File: config.mk
export PLATFORM = sky130hd
export DESIGN_NAME = sram_ctl
export DESIGN_NICKNAME = d
export VERILOG_FILES = /design/src/common/sram_ctl_pkg.sv /design/src/common/phase_timer_if.sv /design/src/phase_timer.sv /design/src/sram_ctl.sv
export SDC_FILE = /design/constraint.sdc
export NUM_CORES = 1
export LEC_CHECK = 0
export BUFFER_PORTS_ARGS = -buffer_cell sky130_fd_sc_hd__buf_2
export CAP_MARGIN = 10
export CORE_MARGIN = 2
export CORE_UTILIZATION = 25
export DETAILED_ROUTE_END_ITERATION = 6
export GPL_TIMING_DRIVEN = 0
export PLACE_DENSITY = 0.42
export SLEW_MARGIN = 20
export SYNTH_ARGS = -nofsm -noshare
export SYNTH_HDL_FRONTEND = slang
export SYNTH_HIERARCHICAL = 1
export SYNTH_SLANG_ARGS = --single-unit
File: constraint.sdc
create_clock -name clk_sys_i -period 3.55 [get_ports clk_sys_i]
set_input_delay 0.5325 -clock clk_sys_i [delete_from_list [all_inputs] [get_ports clk_sys_i]]
set_output_delay 0.5325 -clock clk_sys_i [all_outputs]
set_load 0.005 [all_outputs]
File: src/common/sram_ctl_pkg.sv
// Package: constants and types for the asynchronous static memory controller
package sram_ctl_pkg;
   localparam int ADDR_W = 16;
   localparam int DATA_W = 16;
   localparam int LANE_W = 8;
   localparam int CLK_PERIOD_PS = 5000;
   // Phase times in ps, chosen with margin for the slowest speed grade
   localparam int T_SETUP_PS  = 5000;
   localparam int T_STROBE_PS = 15000;
   localparam int T_READ_PS   = 20000;
   localparam int T_HOLD_PS   = 5000;
   localparam int T_TURN_PS   = 10000;
   localparam int SETUP_CYC  = (T_SETUP_PS + CLK_PERIOD_PS - 1) / CLK_PERIOD_PS;
   localparam int STROBE_CYC = (T_STROBE_PS + CLK_PERIOD_PS - 1) / CLK_PERIOD_PS;
   localparam int READ_CYC   = (T_READ_PS + CLK_PERIOD_PS - 1) / CLK_PERIOD_PS;
   localparam int HOLD_CYC   = (T_HOLD_PS + CLK_PERIOD_PS - 1) / CLK_PERIOD_PS;
   localparam int TURN_CYC   = (T_TURN_PS + CLK_PERIOD_PS - 1) / CLK_PERIOD_PS;
   localparam int CNT_W = 4;
   localparam logic [CNT_W-1:0] CNT_ZERO = 4'h0;
   localparam logic [CNT_W-1:0] CNT_ONE  = 4'h1;
   localparam logic [1:0] BE_NONE = 2'h0;
   localparam logic [DATA_W-1:0] DATA_ZERO = 16'h0000;
   localparam logic [ADDR_W-1:0] ADDR_ZERO = 16'h0000;

   typedef enum logic [5:0] {
      ST_IDLE   = 6'b00_0001,
      ST_SETUP  = 6'b00_0010,
      ST_STROBE = 6'b00_0100,
      ST_READ   = 6'b00_1000,
      ST_HOLD   = 6'b01_0000,
      ST_TURN   = 6'b10_0000
   } phase_t;
endpackage

File: src/common/phase_timer_if.sv
// Interface: load and expiry of the phase timer
`timescale 1ns/1ps
interface phase_timer_if;
   import sram_ctl_pkg::*;
   logic             load;
   logic [CNT_W-1:0] count;
   logic             done;
   modport ctl (output load, output count, input done);
   modport tmr (input load, input count, output done);
endinterface

File: src/phase_timer.sv
// Down counter that flags the end of each bus phase
`timescale 1ns/1ps
module phase_timer (
   input  wire logic   clk_sys_i,
   input  wire logic   rst_i,
   phase_timer_if.tmr  tmr
);
   import sram_ctl_pkg::*;
   logic [CNT_W-1:0] cnt_r;

   always_ff @(posedge clk_sys_i or posedge rst_i) begin
      if (rst_i) begin
         cnt_r <= CNT_ZERO;
      end else if (tmr.load) begin
         cnt_r <= tmr.count;
      end else if (cnt_r != CNT_ZERO) begin
         cnt_r <= cnt_r - CNT_ONE;
      end
   end

   assign tmr.done = (cnt_r == CNT_ONE) || (cnt_r == CNT_ZERO);
endmodule // phase_timer

File: src/sram_ctl.sv
// Controller that drives an asynchronous 64K x 16 static memory with byte lanes
// Behaviour
// - Write only while select and strobe low
// - Read: select, output enable low, strobe high
// - Data timed to the write-ending edge
// - Address valid before select falls
`timescale 1ns/1ps
module sram_ctl (
   input  wire logic                        clk_sys_i,
   input  wire logic                        rst_i,
   input  wire logic                        req_valid_i,
   input  wire logic                        req_write_i,
   input  wire logic [sram_ctl_pkg::ADDR_W-1:0] req_addr_i,
   input  wire logic [sram_ctl_pkg::DATA_W-1:0] req_wdata_i,
   input  wire logic [1:0]                  req_be_i,
   output logic                             req_ready_o,
   output logic                             rsp_valid_o,
   output logic [sram_ctl_pkg::DATA_W-1:0]  rsp_rdata_o,
   output logic [sram_ctl_pkg::ADDR_W-1:0]  mem_addr_o,
   output logic                             chip_select_n_o,
   output logic                             write_strobe_n_o,
   output logic                             output_enable_n_o,
   output logic                             low_byte_enable_n_o,
   output logic                             high_byte_enable_n_o,
   input  wire logic [sram_ctl_pkg::DATA_W-1:0] mem_data_i,
   output logic [sram_ctl_pkg::DATA_W-1:0]  mem_data_o,
   output logic [1:0]                       mem_data_oe_o
);
   import sram_ctl_pkg::*;

   // ----------------------------------------------------------------
   // Request capture and phase control
   // ----------------------------------------------------------------
   phase_t             state_r;
   logic               is_write_r;
   logic [1:0]         be_r;
   logic [DATA_W-1:0]  din_s1_r;
   logic [DATA_W-1:0]  din_s2_r;
   phase_timer_if      tmr_if ();

   phase_timer u_timer (
      .clk_sys_i (clk_sys_i),
      .rst_i     (rst_i),
      .tmr       (tmr_if.tmr)
   );

   // Requests without a byte enable are dropped: no access happens
   logic take;
   assign take = req_valid_i && req_ready_o && (req_be_i != BE_NONE);

   always_comb begin
      tmr_if.load  = 1'b0;
      tmr_if.count = CNT_ZERO;
      unique case (state_r)
         ST_IDLE: begin
            tmr_if.load  = take;
            tmr_if.count = CNT_W'(SETUP_CYC);
         end
         ST_SETUP: begin
            // Read phase is longer than the write strobe: pick the length by direction
            tmr_if.load  = tmr_if.done;
            tmr_if.count = is_write_r ? CNT_W'(STROBE_CYC) : CNT_W'(READ_CYC);
         end
         ST_STROBE: begin
            tmr_if.load  = tmr_if.done;
            tmr_if.count = CNT_W'(HOLD_CYC);
         end
         ST_READ: begin
            tmr_if.load  = tmr_if.done;
            tmr_if.count = CNT_W'(TURN_CYC);
         end
         ST_HOLD: begin
            tmr_if.load  = tmr_if.done;
            tmr_if.count = CNT_W'(TURN_CYC);
         end
         ST_TURN: begin
            tmr_if.load  = 1'b0;
            tmr_if.count = CNT_ZERO;
         end
      endcase
   end

   always_ff @(posedge clk_sys_i or posedge rst_i) begin
      if (rst_i) begin
         state_r <= ST_IDLE;
      end else begin
         unique case (state_r)
            ST_IDLE:   if (take) state_r <= ST_SETUP;
            ST_SETUP:  if (tmr_if.done) state_r <= is_write_r ? ST_STROBE : ST_READ;
            ST_STROBE: if (tmr_if.done) state_r <= ST_HOLD;
            ST_READ:   if (tmr_if.done) state_r <= ST_TURN;
            ST_HOLD:   if (tmr_if.done) state_r <= ST_TURN;
            ST_TURN:   if (tmr_if.done) state_r <= ST_IDLE;
         endcase
      end
   end

   always_ff @(posedge clk_sys_i or posedge rst_i) begin
      if (rst_i) begin
         req_ready_o <= 1'b0;
      end else begin
         req_ready_o <= (state_r == ST_IDLE) && !take;
      end
   end

   // ----------------------------------------------------------------
   // Address, byte lanes and write data
   // ----------------------------------------------------------------
   // Address is set up one phase ahead of select; the lane enables fall together with select
   always_ff @(posedge clk_sys_i or posedge rst_i) begin
      if (rst_i) begin
         mem_addr_o <= ADDR_ZERO;
         is_write_r <= 1'b0;
         be_r       <= BE_NONE;
         mem_data_o <= DATA_ZERO;
      end else if (take) begin
         mem_addr_o <= req_addr_i;
         is_write_r <= req_write_i;
         be_r       <= req_be_i;
         mem_data_o <= req_wdata_i;
      end
   end

   // ----------------------------------------------------------------
   // Memory strobes
   // ----------------------------------------------------------------
   logic active;
   assign active = (state_r == ST_STROBE) || (state_r == ST_READ);

   always_ff @(posedge clk_sys_i or posedge rst_i) begin
      if (rst_i) begin
         chip_select_n_o      <= 1'b1;
         write_strobe_n_o     <= 1'b1;
         output_enable_n_o    <= 1'b1;
         low_byte_enable_n_o  <= 1'b1;
         high_byte_enable_n_o <= 1'b1;
      end else begin
         // Select asserted only after address has settled
         chip_select_n_o      <= !(state_r == ST_SETUP && tmr_if.done) && !(active && !tmr_if.done);
         // Strobe opens with select and closes with it; data held past it
         write_strobe_n_o     <= !(is_write_r && ((state_r == ST_SETUP && tmr_if.done)
                                 || (state_r == ST_STROBE && !tmr_if.done)));
         output_enable_n_o    <= !(!is_write_r && ((state_r == ST_SETUP && tmr_if.done)
                                 || (state_r == ST_READ && !tmr_if.done)));
         low_byte_enable_n_o  <= !(be_r[0] && state_r != ST_IDLE && state_r != ST_TURN);
         high_byte_enable_n_o <= !(be_r[1] && state_r != ST_IDLE && state_r != ST_TURN);
      end
   end

   // ----------------------------------------------------------------
   // Data bus drive
   // ----------------------------------------------------------------
   // Drive only in write phases, through hold; never while memory may drive
   always_ff @(posedge clk_sys_i or posedge rst_i) begin
      if (rst_i) begin
         mem_data_oe_o <= BE_NONE;
      end else if (is_write_r && ((state_r == ST_SETUP && tmr_if.done) || state_r == ST_STROBE
                   || (state_r == ST_HOLD && !tmr_if.done))) begin
         mem_data_oe_o <= be_r;
      end else begin
         mem_data_oe_o <= BE_NONE;
      end
   end

   // ----------------------------------------------------------------
   // Read data capture
   // ----------------------------------------------------------------
   always_ff @(posedge clk_sys_i or posedge rst_i) begin
      if (rst_i) begin
         din_s1_r <= DATA_ZERO;
         din_s2_r <= DATA_ZERO;
      end else begin
         din_s1_r <= mem_data_i;
         din_s2_r <= din_s1_r;
      end
   end

   // Sample once read data has passed both synchroniser stages
   always_ff @(posedge clk_sys_i or posedge rst_i) begin
      if (rst_i) begin
         rsp_valid_o <= 1'b0;
         rsp_rdata_o <= DATA_ZERO;
      end else begin
         rsp_valid_o <= 1'b0;
         if (state_r == ST_READ && tmr_if.done) begin
            rsp_valid_o <= 1'b1;
            rsp_rdata_o <= {be_r[1] ? din_s2_r[DATA_W-1:LANE_W] : 8'h00,
                            be_r[0] ? din_s2_r[LANE_W-1:0] : 8'h00};
         end else if (state_r == ST_HOLD && tmr_if.done) begin
            rsp_valid_o <= 1'b1;
         end
      end
   end
endmodule // sram_ctl

==> impl_metrics.env <==
export IMPL_routed_wl_mm=8.34
export IMPL_antenna_found_initial=0
export IMPL_post_cts_resized=0
export IMPL_mostFrequentLayoutCells="buf_2, dfrtp_1, nand2_1"
export IMPL_fp_dieH_um=128
export IMPL_cts_buffers=9
export IMPL_start_kind="flop"
export IMPL_grt_overflow_total=0
export IMPL_synth_nets=346
export IMPL_fmaxAchievable_mhz=425
export IMPL_yosysTopAreaCell="dfrtp_1"
export IMPL_synth_area_leaders="dfrtp_1, mux2_2, dfstp_2"
export IMPL_hold_viol=0
export IMPL_grt_start_max_net_pins=52
export IMPL_ff2ff_setup_slack_ps=1200
export IMPL_muxShareOfSynthArea_pct=11.3
export IMPL_antenna_cells=0
export IMPL_synthCells=290
export IMPL_maxCapViolations=0
export IMPL_port_buffers=110
export IMPL_leakage_nw=2.49
export IMPL_syn_area_mm2=0.00382
export IMPL_peakVddDrop_uv=197
export IMPL_clock_latency_ps=350
export IMPL_die_w_um=128
export IMPL_avgSynthCellArea_um2=13.2
export IMPL_setup_violations_final=0
export IMPL_endpoint_kind="flop"
export IMPL_layout_drive_gt1_share_pct=43.3
export IMPL_design_die_area_mm2=0.0163
export IMPL_antenna_left=0
export IMPL_ios=111
export IMPL_first_global_vias=2590
export IMPL_layout_min_cycle_time_ps=2350
export IMPL_synth_edff_count=0
export IMPL_yosys_area_share_adder_pct=0.654
export IMPL_cp_arrival_ps=2570
export IMPL_ys_ff_latch=102
export IMPL_core_mm2=0.0151
export IMPL_globalplace_congestion=0.760
export IMPL_hold_buffers=0
export IMPL_drcViolationCount=0
export IMPL_via_per_inst=4.25
export IMPL_nets=468
export IMPL_relSlewSlack_pct=41.6
export IMPL_dr_pass1_iters=4
export IMPL_final_common_cell="buf_2"
export IMPL_synth_xor_xnor_area_share_pct=1.37
export IMPL_netlist_area_leader_share_pct=62.8
export IMPL_fin_crit_sh_pct=66.3
export IMPL_power_density_mw_per_mm2=606
export IMPL_synthSimpleGateAreaFrac_pct=10.8
export IMPL_crit_fanout=10
export IMPL_crit_path_start="u_timer/cnt_r[0]$_DFFE_PP0P_"
export IMPL_ys_seq_area_share_pct=66.9
export IMPL_criticalPathCategory="flop to flop"
export IMPL_status="completed"
export IMPL_synth_compound_area_share_pct=6.61
export IMPL_place_area_mm2=0.00464
export IMPL_syn2layout_area_growth_pct=28.8
export IMPL_max_slew_worst_pin_slew_ps=872
export IMPL_dp_hpwl_mm=5.89
export IMPL_synth_cell_types=46
export IMPL_cts_max_level=3
export IMPL_cts_sinks=102
export IMPL_cts_tree="yes"
export IMPL_async_flop_share_pct=100
export IMPL_ys_flop_type="dfrtp_1"
export IMPL_r2r_end="rsp_rdata_o[4]$_DFFE_PP0P_"
export IMPL_totalPowerFinal_mw=2.98
export IMPL_postCtsSetupBuffers=0
export IMPL_hold_path_class="primary input to asynchronous set/reset pin"
export IMPL_grt_pass1_wl_mm=13.7
export IMPL_routedWlPerCell_um=13.8
export IMPL_crit_required_ps=3770
export IMPL_clk_root_buffer_cell="clkbuf_16"
export IMPL_r2r_start="u_timer/cnt_r[0]$_DFFE_PP0P_"
export IMPL_grt_usage_pct=10.9
export IMPL_finalMaxSlewViolations=0
export IMPL_path_clk_slew_ps=70
export IMPL_drt_initial_drc_count=96
export IMPL_finClkSkew_ps=8.66
export IMPL_r2r_cells=9
export IMPL_yosysWarnings=6
export IMPL_final_area_mm2=0.00492
export IMPL_start_util_pct=25.3
export IMPL_synth_top_family_by_area="multiplexers"
export IMPL_rsz0062_at_grt="no"
export IMPL_fp_row_count=45
export IMPL_routed_via_count=2565
export IMPL_clock_path_buffers=2
export IMPL_finalSetupTns_ps=0
power by group:
part	switching, mW	internal, mW	leakage, nW
clock network	0.432	0.516	0.136
logic	0.355	0.315	1.04
registers	0.0815	1.29	1.31
total	0.868	2.12	2.49
stage by stage:
step / setup slack (ps) / utilization (%) / hold WS [ps] / instances
2_1_floorplan: 465 / - / 299 / 290
3_3_place_gp: -816 / 30.6 / 332 / 588
3_5_place_dp: 735 / 30.8 / 335 / 589
4_1_cts: 1080 / 32.6 / 87.3 / 604
5_1_grt: 892 / 32.6 / 101 / 604
6_report: 1200 / 32.6 / 101 / 604
flip-flops by register name (all words and copies together), names as in the netlist:
signal / cells
din_s1_r: 16
din_s2_r: 16
mem_addr_o: 16
mem_data_o: 16
rsp_rdata_o: 16
state_r: 6
u_timer/cnt_r: 4
be_r: 2
mem_data_oe_o: 2
chip_select_n_o: 1
high_byte_enable_n_o: 1
is_write_r: 1
low_byte_enable_n_o: 1
output_enable_n_o: 1
req_ready_o: 1
rsp_valid_o: 1
write_strobe_n_o: 1
critical path: stages, from the launching register on:
cell and delay [ps]:
dfrtp_1 410, inv_1 100, ha_1 210, nor2_1 60
nor3_1 140, clkbuf_1 440, nand4b_1 310, clkbuf_1 330
nand2_1 140, o21ai_0 80
synth_stat cells, types with 3 or more instances:
cell      instances
and2_1            3
and3_1            3
buf_2             3
clkbuf_1          9
dfrtp_1          96
dfstp_2           6
inv_1             6
mux2_2           37
nand2_1          38
nand3_1           4
nor2_1           11
nor2b_1           5
o211ai_1          3
o21ai_0          23
xnor2_1           4
how the worst max path moves through the flow:
stage	depth (start not counted)	to	slack, ps
floorplan	1	be_r[0]$_DFFE_PP0P_	470
global placement	2	mem_addr_o[8]$_DFFE_PP0P_	-820
detailed placement	6	u_timer/cnt_r[1]$_DFFE_PP0P_	730
CTS	6	u_timer/cnt_r[1]$_DFFE_PP0P_	1080
global route	9	rsp_rdata_o[7]$_DFFE_PP0P_	890
finish	9	rsp_rdata_o[4]$_DFFE_PP0P_	1200
final cells by class:
class                   instances  area, um^2
plain buffers                  14        61.3
clock buffers                  12         256
inverters                       7        31.3
fillers                      1545       10200
flip-flops and latches        102        2560
clock inverters                 3        25.0
well taps                     188         235
multi-input cells             167        1180
repair buffers                111         578
metal layers:
layer	track usage [%]	share of wire, %	vias up
met5	0	0	-
met4	6.01	2.4	0
met3	4.30	8.5	13
met2	15.9	45	81
met1	13.8	44	1234
li1	-	-	1237
cell families (layout without fill, tap and decap cells):
| logic type | after synthesis | count (layout) |
|---|---|---|
| flops | 102 | 102 |
| simple gates | 81 | 81 |
| compound gates | 39 | 39 |
| mux | 38 | 38 |
| buf+inv | 21 | 147 |
| xor+xnor | 6 | 6 |
| fa+ha+maj | 2 | 2 |
| other cells | 1 | 1 |
No activity file was read; power rests on OpenSTA's default activity.
